[src/rtl/ctiu_regs.svh]
// register offsets, field positions, reset values and limits of the counter/timer/interrupt unit
// assumes word-aligned wishbone byte addresses on an 8-bit address bus
`ifndef CTIU_REGS_SVH
`define CTIU_REGS_SVH
// global registers (byte addresses)
`define CTIU_A_PSC     8'h00
`define CTIU_A_MASK    8'h04
`define CTIU_A_EDGE    8'h08
`define CTIU_A_VEC     8'h0C
`define CTIU_A_PEND    8'h10
// channel window: 0x40 + 0x10 * channel, word index in bits 3:2
`define CTIU_CH_WIN    2'h1
`define CTIU_R_CTRL    2'h0
`define CTIU_R_RELOAD  2'h1
`define CTIU_R_COUNT   2'h2
`define CTIU_R_CAPT    2'h3
// channel control fields
`define CTIU_CF_UP     3
`define CTIU_CF_RUN    4
`define CTIU_CF_PIN    5
`define CTIU_CTRL_RST  6'h00
// prescaler ratio limits and reset
`define CTIU_PSC_MIN   9'h004
`define CTIU_PSC_MAX   9'h118
`define CTIU_PSC_RST   9'h004
// count end points and vector valid bit
`define CTIU_CNT_TOP   16'hFFFF
`define CTIU_CNT_BOT   16'h0000
`define CTIU_VEC_VLD   3
`endif

[src/rtl/ctiu_pkg.sv]
// types shared by the counter/timer/interrupt unit
// assumes nothing beyond a SystemVerilog compiler
package ctiu_pkg;
    // channel operating modes, three-bit control field
    typedef enum logic [2:0] {
        CTIU_M_PULSE,
        CTIU_M_WAVE,
        CTIU_M_EVENT,
        CTIU_M_CAPT,
        CTIU_M_WDOG,
        CTIU_M_OFF
    } ctiu_mode_t;
endpackage : ctiu_pkg

[src/rtl/ctiu_top.sv]
// counter/timer unit with four channels, prescaler and priority interrupt controller
// assumes a classic wishbone master on clk_i and synchronous control inputs
//
// Implementation choices: the placing of the registers and register access over Wishbone.
`timescale 1ns/1ps
`include "ctiu_regs.svh"
module ctiu_top import ctiu_pkg::*; (
    // clock, reset, clock enable
    input  wire logic        clk_i,
    input  wire logic        rst_i,
    input  wire logic        ce_i,
    // wishbone slave
    input  wire logic        wb_cyc_i,
    input  wire logic        wb_stb_i,
    input  wire logic        wb_we_i,
    input  wire logic [7:0]  wb_adr_i,
    input  wire logic [3:0]  wb_sel_i,
    input  wire logic [31:0] wb_dat_i,
    output logic      [31:0] wb_dat_o,
    output logic             wb_ack_o,
    // channel controls from the peripheral_logic_array
    input  wire logic [3:0]  en_arr_i,
    input  wire logic [3:0]  dis_arr_i,
    input  wire logic [3:0]  trg_arr_i,
    // channel controls from pins
    input  wire logic [3:0]  en_pin_i,
    input  wire logic [3:0]  dis_pin_i,
    input  wire logic [3:0]  trg_pin_i,
    // user interrupt requests from the peripheral_logic_array
    input  wire logic [3:0]  int_arr_i,
    // interrupt and timer outputs
    output logic             int_req_o,
    output logic      [2:0]  int_vec_o,
    output logic      [3:0]  tmr_out_o
);
    // bus state
    logic        ack_ff, nxt_ack;        // acknowledge
    logic [31:0] rdat_ff, nxt_rdat;      // read data
    logic        take;                   // request taken this edge
    logic        wtake;                  // write taken
    logic        vtake;                  // vector read taken
    logic        in_ch;                  // address in channel window
    logic [1:0]  ch;                     // addressed channel
    logic [15:0] psc_wr;                 // written ratio before clamping
    // configuration registers
    logic [8:0]  psc_ff, nxt_psc;        // prescale ratio
    logic [7:0]  mask_ff, nxt_mask;      // source enables
    logic [7:0]  edge_ff, nxt_edge;      // 1 = edge sensitive
    logic [5:0]  ctrl_ff [4];            // channel control words
    logic [5:0]  nxt_ctrl [4];
    logic [15:0] rld_ff [4];             // channel reload values
    logic [15:0] nxt_rld [4];
    logic [3:0]  ld_ff, nxt_ld;          // channel load pulses
    // prescaler
    logic [8:0]  pcnt_ff, nxt_pcnt;      // divider count
    logic        tick_ff, nxt_tick;      // one pulse per ratio
    // interrupt controller
    logic [7:0]  src;                    // raw sources
    logic [7:0]  sprv_ff, nxt_sprv;      // previous sources
    logic [7:0]  pend_ff, nxt_pend;      // latched edge requests
    logic [7:0]  rise;                   // source rising edges
    logic [7:0]  set_v;                  // edges that latch
    logic [7:0]  req;                    // active unmasked requests
    logic [7:0]  clr;                    // serviced source
    logic [3:0]  pv;                     // valid and vector
    logic        irq_ff;                 // request out
    logic [2:0]  vec_ff;                 // vector out
    // channel wires
    logic [15:0] cnt_w [4];              // counts
    logic [15:0] capt_w [4];             // captures
    logic [3:0]  tc_w;                   // terminal counts
    logic [3:0]  en_w, dis_w, trg_w;     // selected controls

    // byte-lane merge of a 16-bit field
    function automatic logic [15:0] merge16(input logic [15:0] old, input logic [31:0] d, input logic [3:0] s);
        merge16 = {s[1] ? d[15:8] : old[15:8], s[0] ? d[7:0] : old[7:0]};
    endfunction : merge16

    // highest priority request, index 0 first
    function automatic logic [3:0] prio(input logic [7:0] r);
        prio = 4'h0;
        for (int i = 7; i >= 0; i--) begin
            if (r[i]) begin
                prio = {1'b1, 3'(i)};
            end
        end
    endfunction : prio

    // source select per channel
    always_comb begin
        for (int n = 0; n < 4; n++) begin
            en_w[n]  = ctrl_ff[n][`CTIU_CF_PIN] ? en_pin_i[n]  : en_arr_i[n];
            dis_w[n] = ctrl_ff[n][`CTIU_CF_PIN] ? dis_pin_i[n] : dis_arr_i[n];
            trg_w[n] = ctrl_ff[n][`CTIU_CF_PIN] ? trg_pin_i[n] : trg_arr_i[n];
        end
    end

    // interrupt request logic
    always_comb begin
        src      = {tc_w, int_arr_i};
        rise     = src & ~sprv_ff;
        set_v    = edge_ff & rise;
        req      = mask_ff & ((edge_ff & pend_ff) | (~edge_ff & src));
        pv       = prio(req);
        clr      = (vtake && pv[`CTIU_VEC_VLD]) ? (8'h01 << pv[2:0]) : 8'h00;
        nxt_pend = (pend_ff & ~clr) | set_v;
        nxt_sprv = src;
    end

    // interrupt registers
    always_ff @(posedge clk_i) begin
        if (rst_i) begin
            sprv_ff <= 8'h00;
            pend_ff <= 8'h00;
            irq_ff  <= 1'b0;
            vec_ff  <= 3'h0;
        end else if (ce_i) begin
            sprv_ff <= nxt_sprv;
            pend_ff <= nxt_pend;
            irq_ff  <= pv[`CTIU_VEC_VLD];
            vec_ff  <= pv[2:0];
        end
    end

    // prescaler next state
    always_comb begin
        nxt_tick = 1'b0;
        nxt_pcnt = pcnt_ff + 9'h001;
        if (pcnt_ff >= psc_ff - 9'h001) begin
            nxt_pcnt = 9'h000;
            nxt_tick = 1'b1;
        end
    end

    // prescaler registers
    always_ff @(posedge clk_i) begin
        if (rst_i) begin
            pcnt_ff <= 9'h000;
            tick_ff <= 1'b0;
        end else if (ce_i) begin
            pcnt_ff <= nxt_pcnt;
            tick_ff <= nxt_tick;
        end
    end

    // bus decode, register writes and read data
    always_comb begin
        take     = wb_cyc_i && wb_stb_i && !ack_ff;
        wtake    = take && wb_we_i;
        vtake    = take && !wb_we_i && wb_adr_i == `CTIU_A_VEC;
        in_ch    = wb_adr_i[7:6] == `CTIU_CH_WIN;
        ch       = wb_adr_i[5:4];
        psc_wr   = merge16(16'(psc_ff), wb_dat_i, wb_sel_i);
        nxt_ack  = take;
        nxt_rdat = 32'h0000_0000;
        nxt_psc  = psc_ff;
        nxt_mask = mask_ff;
        nxt_edge = edge_ff;
        nxt_ld   = 4'h0;
        for (int n = 0; n < 4; n++) begin
            nxt_ctrl[n] = ctrl_ff[n];
            nxt_rld[n]  = rld_ff[n];
        end
        if (wtake) begin
            if (wb_adr_i == `CTIU_A_PSC) begin
                // clamp on the 16-bit written value so high bits are not lost
                if (psc_wr < 16'(`CTIU_PSC_MIN)) begin
                    nxt_psc = `CTIU_PSC_MIN;
                end else if (psc_wr > 16'(`CTIU_PSC_MAX)) begin
                    nxt_psc = `CTIU_PSC_MAX;
                end else begin
                    nxt_psc = psc_wr[8:0];
                end
            end else if (wb_adr_i == `CTIU_A_MASK && wb_sel_i[0]) begin
                nxt_mask = wb_dat_i[7:0];
            end else if (wb_adr_i == `CTIU_A_EDGE && wb_sel_i[0]) begin
                nxt_edge = wb_dat_i[7:0];
            end else if (in_ch && wb_adr_i[3:2] == `CTIU_R_CTRL && wb_sel_i[0]) begin
                nxt_ctrl[ch] = wb_dat_i[5:0];
                nxt_ld[ch]   = 1'b1;
            end else if (in_ch && wb_adr_i[3:2] == `CTIU_R_RELOAD) begin
                nxt_rld[ch] = merge16(rld_ff[ch], wb_dat_i, wb_sel_i);
            end
        end else if (take) begin
            // reads; unmapped addresses answer zero
            if (wb_adr_i == `CTIU_A_PSC) begin
                nxt_rdat = 32'(psc_ff);
            end else if (wb_adr_i == `CTIU_A_MASK) begin
                nxt_rdat = 32'(mask_ff);
            end else if (wb_adr_i == `CTIU_A_EDGE) begin
                nxt_rdat = 32'(edge_ff);
            end else if (wb_adr_i == `CTIU_A_VEC) begin
                nxt_rdat = 32'(pv);
            end else if (wb_adr_i == `CTIU_A_PEND) begin
                nxt_rdat = 32'(req);
            end else if (in_ch) begin
                case (wb_adr_i[3:2])
                    `CTIU_R_CTRL:   nxt_rdat = 32'(ctrl_ff[ch]);
                    `CTIU_R_RELOAD: nxt_rdat = 32'(rld_ff[ch]);
                    `CTIU_R_COUNT:  nxt_rdat = 32'(cnt_w[ch]);
                    `CTIU_R_CAPT:   nxt_rdat = 32'(capt_w[ch]);
                    default:        nxt_rdat = 32'h0000_0000;
                endcase
            end
        end
    end

    // bus and configuration registers
    always_ff @(posedge clk_i) begin
        if (rst_i) begin
            ack_ff  <= 1'b0;
            rdat_ff <= 32'h0000_0000;
            psc_ff  <= `CTIU_PSC_RST;
            mask_ff <= 8'h00;
            edge_ff <= 8'h00;
            ld_ff   <= 4'h0;
            for (int n = 0; n < 4; n++) begin
                ctrl_ff[n] <= `CTIU_CTRL_RST;
                rld_ff[n]  <= `CTIU_CNT_BOT;
            end
        end else if (ce_i) begin
            ack_ff  <= nxt_ack;
            rdat_ff <= nxt_rdat;
            psc_ff  <= nxt_psc;
            mask_ff <= nxt_mask;
            edge_ff <= nxt_edge;
            ld_ff   <= nxt_ld;
            for (int n = 0; n < 4; n++) begin
                ctrl_ff[n] <= nxt_ctrl[n];
                rld_ff[n]  <= nxt_rld[n];
            end
        end
    end

    // the four channels
    for (genvar g = 0; g < 4; g++) begin : g_ch
        ctiu_channel u_ch (
            .clk_i    (clk_i),
            .rst_i    (rst_i),
            .ce_i     (ce_i),
            .tick_i   (tick_ff),
            .ld_i     (ld_ff[g]),
            .ctrl_i   (ctrl_ff[g]),
            .reload_i (rld_ff[g]),
            .en_i     (en_w[g]),
            .dis_i    (dis_w[g]),
            .trg_i    (trg_w[g]),
            .count_o  (cnt_w[g]),
            .capt_o   (capt_w[g]),
            .out_o    (tmr_out_o[g]),
            .tc_o     (tc_w[g])
        );
    end

    assign wb_ack_o  = ack_ff;
    assign wb_dat_o  = rdat_ff;
    assign int_req_o = irq_ff;
    assign int_vec_o = vec_ff;
endmodule : ctiu_top

[src/rtl/ctiu_channel.sv]
// one 16-bit counter/timer channel with five modes
// assumes tick_i is a one-cycle prescaler pulse and control inputs are synchronous
`timescale 1ns/1ps
`include "ctiu_regs.svh"
module ctiu_channel import ctiu_pkg::*; (
    // clock, reset, enable
    input  wire logic        clk_i,
    input  wire logic        rst_i,
    input  wire logic        ce_i,
    // prescaled tick and software load
    input  wire logic        tick_i,
    input  wire logic        ld_i,
    input  wire logic [5:0]  ctrl_i,
    input  wire logic [15:0] reload_i,
    // selected enable, disable, trigger
    input  wire logic        en_i,
    input  wire logic        dis_i,
    input  wire logic        trg_i,
    // state out
    output logic      [15:0] count_o,
    output logic      [15:0] capt_o,
    output logic             out_o,
    output logic             tc_o
);
    logic [15:0] cnt_ff, nxt_cnt;       // count value
    logic [15:0] capt_ff, nxt_capt;     // captured count
    logic        run_ff, nxt_run;       // counting allowed
    logic        out_ff, nxt_out;       // timer output
    logic        tc_ff, nxt_tc;         // terminal count pulse
    logic [2:0]  prv_ff, nxt_prv;       // previous en/dis/trg
    ctiu_mode_t  mode;                  // decoded mode
    logic        up;                    // count direction
    logic        at_end;                // count at end point
    logic [15:0] step;                  // next count value
    logic [2:0]  rise;                  // rising edges en/dis/trg

    // next state of the channel
    always_comb begin
        mode     = ctiu_mode_t'(ctrl_i[2:0]);
        up       = ctrl_i[`CTIU_CF_UP];
        at_end   = up ? (cnt_ff == `CTIU_CNT_TOP) : (cnt_ff == `CTIU_CNT_BOT);
        step     = up ? cnt_ff + 16'h0001 : cnt_ff - 16'h0001;
        rise     = {en_i, dis_i, trg_i} & ~prv_ff;
        nxt_cnt  = cnt_ff;
        nxt_capt = capt_ff;
        nxt_run  = run_ff;
        nxt_out  = out_ff;
        nxt_tc   = 1'b0;
        nxt_prv  = {en_i, dis_i, trg_i};
        if (ld_i) begin
            // software load restarts from reload
            nxt_cnt = reload_i;
            nxt_run = ctrl_i[`CTIU_CF_RUN];
            nxt_out = 1'b0;
        end else begin
            // disable beats enable
            if (rise[1]) begin
                nxt_run = 1'b0;
            end else if (rise[2]) begin
                nxt_run = 1'b1;
            end
            case (mode)
                CTIU_M_PULSE: begin
                    // trigger fires a one-shot pulse
                    if (rise[0]) begin
                        nxt_cnt = reload_i;
                        nxt_run = 1'b1;
                        nxt_out = 1'b1;
                    end else if (tick_i && run_ff) begin
                        if (at_end) begin
                            nxt_tc  = 1'b1;
                            nxt_run = 1'b0;
                            nxt_out = 1'b0;
                        end else begin
                            nxt_cnt = step;
                        end
                    end
                end
                CTIU_M_WAVE: begin
                    // free running square wave
                    if (tick_i && run_ff) begin
                        if (at_end) begin
                            nxt_cnt = reload_i;
                            nxt_out = ~out_ff;
                            nxt_tc  = 1'b1;
                        end else begin
                            nxt_cnt = step;
                        end
                    end
                end
                CTIU_M_EVENT: begin
                    // trigger edges are the counted events
                    if (rise[0] && run_ff) begin
                        if (at_end) begin
                            nxt_cnt = reload_i;
                            nxt_tc  = 1'b1;
                        end else begin
                            nxt_cnt = step;
                        end
                    end
                end
                CTIU_M_CAPT: begin
                    // trigger copies the running count
                    if (rise[0]) begin
                        nxt_capt = cnt_ff;
                    end
                    if (tick_i && run_ff) begin
                        if (at_end) begin
                            nxt_cnt = reload_i;
                            nxt_tc  = 1'b1;
                        end else begin
                            nxt_cnt = step;
                        end
                    end
                end
                CTIU_M_WDOG: begin
                    // trigger kicks the watchdog; expiry latches the output
                    if (rise[0]) begin
                        nxt_cnt = reload_i;
                    end else if (tick_i && run_ff) begin
                        if (at_end) begin
                            nxt_cnt = reload_i;
                            nxt_tc  = 1'b1;
                            nxt_out = 1'b1;
                        end else begin
                            nxt_cnt = step;
                        end
                    end
                end
                default: begin
                    // unused mode codes hold the channel stopped
                    nxt_run = 1'b0;
                end
            endcase
        end
    end

    // channel registers
    always_ff @(posedge clk_i) begin
        if (rst_i) begin
            cnt_ff  <= `CTIU_CNT_BOT;
            capt_ff <= `CTIU_CNT_BOT;
            run_ff  <= 1'b0;
            out_ff  <= 1'b0;
            tc_ff   <= 1'b0;
            prv_ff  <= 3'h7;
        end else if (ce_i) begin
            cnt_ff  <= nxt_cnt;
            capt_ff <= nxt_capt;
            run_ff  <= nxt_run;
            out_ff  <= nxt_out;
            tc_ff   <= nxt_tc;
            prv_ff  <= nxt_prv;
        end
    end

    assign count_o = cnt_ff;
    assign capt_o  = capt_ff;
    assign out_o   = out_ff;
    assign tc_o    = tc_ff;
endmodule : ctiu_channel

[config.mk]
export PLATFORM = sky130hd
export DESIGN_NAME = ctiu_top
export DESIGN_NICKNAME = d
export VERILOG_FILES = /design/src/rtl/ctiu_pkg.sv /design/src/rtl/ctiu_top.sv /design/src/rtl/ctiu_channel.sv
export VERILOG_INCLUDE_DIRS = /design/src /design/src/rtl
export SDC_FILE = /design/constraint.sdc
export NUM_CORES = 1
export LEC_CHECK = 0
export BUFFER_PORTS_ARGS = -buffer_cell sky130_fd_sc_hd__buf_2
export CORE_MARGIN = 1
export CORE_UTILIZATION = 58
export DETAILED_ROUTE_END_ITERATION = 12
export PLACE_DENSITY = 0.76
export SLEW_MARGIN = 20
export SYNTH_ARGS = -nofsm -noshare
export SYNTH_HDL_FRONTEND = slang
export SYNTH_HIERARCHICAL = 1
export SYNTH_SLANG_ARGS = --single-unit
[constraint.sdc]
create_clock -name clk_i -period 7.2 [get_ports clk_i]
set_input_delay 1.44 -clock clk_i [delete_from_list [all_inputs] [get_ports clk_i]]
set_output_delay 1.44 -clock clk_i [all_outputs]
set_load 0.05 [all_outputs]
# Word level (Yosys, flattened, before mapping)
# Memory sizes are Yosys's and may differ from the RTL's.
# Cells that the tools add are included.
# word_totals
reg_bits,244
mem_bits_rw,88
input_bits,78
output_inout_bits,41
word_cells,443
memories,2
# op_classes
n_addsub,10
order_cmp,7
n_eq_ne,64
shift,1
mux,217
n_bitwise,38
n_reduce_logical,68
# memory_table
memory,words,word_bits,read_ports,rd_ports_with_merged_regs,write_ports,line_no,rtl
rld_ff,4,16,5,0,4,ctiu_top.sv:51,logic [15:0] rld_ff [4];
ctrl_ff,4,6,5,0,4,ctiu_top.sv:49,logic [5:0] ctrl_ff [4];
# ops
cell,count
16-bit two-way mux,45
64-bit two-way mux,6
32-bit two-way mux,8
16-bit one-hot mux with 4 select lines,4
32-bit one-hot mux with 4 select lines,1
24-bit two-way mux,5
1-bit two-way mux,103
16-bit by 1-bit adder with 16-bit output (second input constant),4
16-bit binary-select mux with 2-bit select,2
64-bit bitwise mux,1
16-bit == test (second input constant),4
16-bit logical NOT,4
16-bit by 1-bit subtractor with 16-bit output (second input constant),4
3-bit by 2-bit inequality test with 1-bit output (second input constant),20
4-bit two-way mux,13
8-bit bitwise AND,6
8-bit two-way mux,5
9-bit AND reduction,4
16-bit demux with 2-bit select,1
4-bit by 2-bit inequality test with 1-bit output (second input constant),8
6-bit two-way mux,5
9-bit two-way mux,3
5-bit AND reduction,5
24-bit bitwise mux,1
other kinds (42),143

# Longest topological paths before layout
# logic_depth
ltp_word,18
ltp_mapped,13
ltp_nobuf,13

# Hierarchy
# Netlist, hierarchy kept.
# modules_own_cells
module,n_inst,cells_per_inst,area_per_inst_um2
ctiu_channel (g_ch[0].u_ch ...),3,477,3499.6
ctiu_top,1,994,10025.9
ctiu_channel (g_ch[3].u_ch),1,516,3557.2

# Worst setup path after synthesis
# OpenSTA, ideal clock, no wires.
# synth_timing
path_kind,input -> register
start,in wb_adr_i[3]
end,"mem rld_ff[0][0], enable pin"
arrival_ps,3310
required_time_ps,6802
path_slack_ps,3492
path_stages,7
cell_sequence,clkbuf_8 -> clkbuf_1 -> nor2_1 -> clkbuf_1 -> nand2_1 -> nand2_1 -> a31o_2
# synth_rtl
item,line_no,rtl
from (decl),ctiu_top.sv:16,"input wire logic [7:0] wb_adr_i,"
to (decl),ctiu_top.sv:51,

# Final worst setup path
# layout_timing
start,reg tick_ff
end,reg g_ch[1].u_ch.cnt_ff[14]
# layout_via
elab_chain_len,5
# layout_rtl
item,line_no,rtl
from (decl),ctiu_top.sv:56,"logic tick_ff, nxt_tick;"
from (signal assigned),ctiu_top.sv:142,tick_ff <= nxt_tick;
1-bit logical AND *,n/a,
16-bit two-way mux (2 in series),n/a,
16-bit one-hot mux with 4 select lines,n/a,
16-bit two-way mux,n/a,
to (signal assigned),ctiu_channel.sv:141,cnt_ff <= `CTIU_CNT_BOT;
to (signal assigned),ctiu_channel.sv:148,cnt_ff <= nxt_cnt;
to (decl),ctiu_channel.sv:25,"logic [15:0] cnt_ff, nxt_cnt;"
# Every way passes the cells marked *; elsewhere a longest branch is shown, timed or not.
# A chain may end at the register's enable or synchronous reset.

==> summary.md <==
| Metric | Value |
|---|---|
| Status | `complete, no violations` |
| Post-synth EDFFs | `88` |
| Worst Tran Pin Value | `1.23 ns` |
| Vias per inst | `7.17` |
| Setup crit end kind | `flop` |
| # port buffers | `84` |
| Yosys cell types | `95` |
| Part of the power in combinational logic | `0.253` |
| Routability Congestion | `0.995` |
| Sw Ratio | `0.347` |
| Share of the synthesized area in the top cell type | `0.190` |
| Psw | `1.94 mW` |
| Tot GR Track Use | `0.411` |
| Endpoints failing hold | `0` |
| Row cnt | `74` |
| Max_slew headroom | `0.170` |
| Crit Path Class | `flop to flop` |
| Final worst path period share | `0.579` |
| Sequential element share of the synthesized area | `0.299` |
| Clk buf depth | `3` |
| Setup TNS | `0 ns` |
| Synthesized instance count | `2,941` |
| CTS Sinks | `316` |
| Post-route ant nets | `0` |
| CP Data Arrival Time | `4.69 ns` |
| Post-synthesis register bit count | `316` |
| First-pass GRT wire length | `134 mm` |
| Worst min path class | `flop to flop` |
| CTS tree | `done` |
| Root Driver | `clkbuf_16` |
| P_int | `3.64 mW` |
| Vias | `24,700` |
| IR drop worst, VDD | `0.000199 V` |
| Post-synth ARST share | `0` |
| Final setup violation count | `0` |
| Worst-Skew Late Latency | `0.59 ns` |
| CP Launch Type | `flop` |
| Worst-path clk slew | `0.06 ns` |
| Crit Path Max Fanout | `20` |
| Worst Path Required | `7.72 ns` |
| Max Fclk | `240 MHz` |
| Initial core utilization | `0.588` |
| Filler Cell Count | `3,534` |
| Share of layout cells above drive strength 1 | `0.120` |
| Vias in the first global route | `22,800` |
| Avg WL per Cell | `25.7 um` |
| H-tree level count | `2` |
| Initial DRC count | `3,392` |
| Pleak | `9.64 nW` |
| Syn Area/Cell | `8.19 sq um` |
| Drt drc | `0` |
| Antenna Cells | `0` |
| Die ar. | `42,300 sq um` |
| Post-CTS sizing | `0` |
| Top cells by area, synth | `dfxtp_1, edfxtp_1, nor2_1, a21oi_1, mux4_2` |
| Pwr/cell area | `217 nW/um^2` |
| Clock Skew | `0.0240 ns` |
| Largest net degree at the start of global routing | `70` |
| Post-CTS Setup Bufs | `0` |
| Hold Buf Count CTS | `0` |
| Post-layout minimum cycle time | `4.17 ns` |
| Tot Pwr | `5.57 mW` |
| Unrepaired setup endpoints after global routing | `no` |
| Total gr overflow | `0` |
| Die Span Y | `206 um` |
| CTS Buf Count | `37` |
| IO Pins | `119` |
| Initial antenna violation count | `2` |
| Synth Warn # | `6` |
| Area leader, netlist | `dfxtp_1` |
| Drt total wl | `88.6 mm` |
| Ys flop type | `dfxtp_1` |
| Synth Cell Area | `24,100 sq um` |
| Sequential power share | `0.384` |
| Most common cell after layout, fill and taps aside | `nor2_1` |
| Die width | `206 um` |
| Final Max Tran Viols | `0` |
| Drt first pass iters | `6` |
| Nets | `3,039` |
| HPWL reported at the end of detailed placement | `63.0 mm` |
| Most frequent cells in the layout | `nor2_1, nand2_1, a21oi_1` |
| Max Cap Viol | `0` |
| Core area | `40,900 sq um` |
| Area growth syn-to-layout | `6.93%` |
| Clock network power share | `0.362` |
metrics by stage:
step / hold slack (ns) / setup WS, ns / utilization / area (sq um) / instances
final: 0.452 / 3.03 / 0.629 / 25700 / 3451
after global routing: 0.473 / 2.96 / 0.629 / 25700 / 3451
after CTS: 0.451 / 3.26 / 0.629 / 25700 / 3451
after detailed placement: 0.443 / 2.73 / 0.598 / 24500 / 3383
after global placement: 0.432 / 2.76 / 0.598 / 24500 / 3383
after floorplan: 0.421 / 3.49 / - / 24100 / 2956
registers in the layout, indices dropped and copies added, names as in the netlist, 9 cells and up:
signal,cells
g_ch.u_ch/capt_o,64
g_ch.u_ch/count_o,64
rld_ff,64
ctrl_ff,24
wb_dat_o,16
g_ch.u_ch/prv_ff,12
pcnt_ff,9
psc_ff,9
power groups by stage:
stage | clock network, mW | registers [mW] | logic, mW
floorplan | 0 | 2.03 | 1.09
global placement | 0 | 2.16 | 1.32
detailed placement | 0 | 2.16 | 1.36
CTS | 2.03 | 2.13 | 1.37
global route | 2.10 | 2.14 | 1.52
finish | 2.02 | 2.14 | 1.41
cells in the mapped netlist (26+ instances only):
cell,n
o21ai_0,162
a211oi_1,108
edfxtp_1,88
xnor2_1,49
nor4_1,30
o22ai_1,27
ha_1,67
nand2_1,310
o31ai_1,26
and2_1,26
nand2b_1,43
buf_2,34
dfxtp_1,228
inv_1,54
a21oi_1,252
nor2b_1,44
nand3_1,54
o221ai_1,26
a31oi_1,29
mux4_2,56
nand4_1,29
clkbuf_1,151
a21o_1,32
mux2_2,30
o21a_1,32
nor3_1,55
nor2_1,358
mux2i_1,97
cell families after synthesis:
family,count (synthesis),share of synthesized area
simple gates,1034,0.199
xor+xnor,67,0.0244
fa+ha+maj,71,0.0381
other cells,1,0.000156
compound gates,986,0.278
flops,316,0.299
mux,184,0.107
buf+inv,282,0.0536
worst paths after layout:
kind | from | slack (ns) | depth (start not counted) | to
worst min register to register | g_ch[3].u_ch/capt_o[7]$_SDFFE_PP0P_ | 0.45 | 2 | g_ch[3].u_ch/capt_o[7]$_SDFFE_PP0P_
worst max-delay path | tick_ff$_SDFFE_PP0P_ | 3.03 | 7 | g_ch[1].u_ch/count_o[14]$_SDFFE_PP0P_
worst max register to register | tick_ff$_SDFFE_PP0P_ | 3.03 | 7 | g_ch[1].u_ch/count_o[14]$_SDFFE_PP0P_
worst min-delay path | g_ch[3].u_ch/capt_o[7]$_SDFFE_PP0P_ | 0.45 | 2 | g_ch[3].u_ch/capt_o[7]$_SDFFE_PP0P_
critical path: stages (launching register included):
cell and delay (ns):
dfxtp_1 1.09, and2_1 0.78, nand3_1 0.33, a21oi_2 0.84, buf_4 0.33, nor2_1 0.09, a2111oi_0 0.44, a211o_1 0.20
metal layers:
metal | vias to the layer above | global-route usage | wire length [um]
li1 | 10900 | - | -
met1 | 11700 | 0.529 | 33300
met2 | 1723 | 0.624 | 38200
met3 | 398 | 0.0972 | 11000
met4 | 4 | 0.246 | 5990
met5 | - | 0 | 22
final cells by class:
| cell class | count | area [sq um] | area share |
|---|---|---|---|
| clock inverters | 21 | 243 | 0.00943 |
| clock buffers | 47 | 1040 | 0.0403 |
| flip-flops and latches | 316 | 7210 | 0.280 |
| inverters | 54 | 203 | 0.00787 |
| multi-input cells | 2358 | 15700 | 0.609 |
| well taps | 532 | 666 | 0.0259 |
| repair buffers | 123 | 724 | 0.0281 |
No activity file was read; power rests on OpenSTA's default activity.
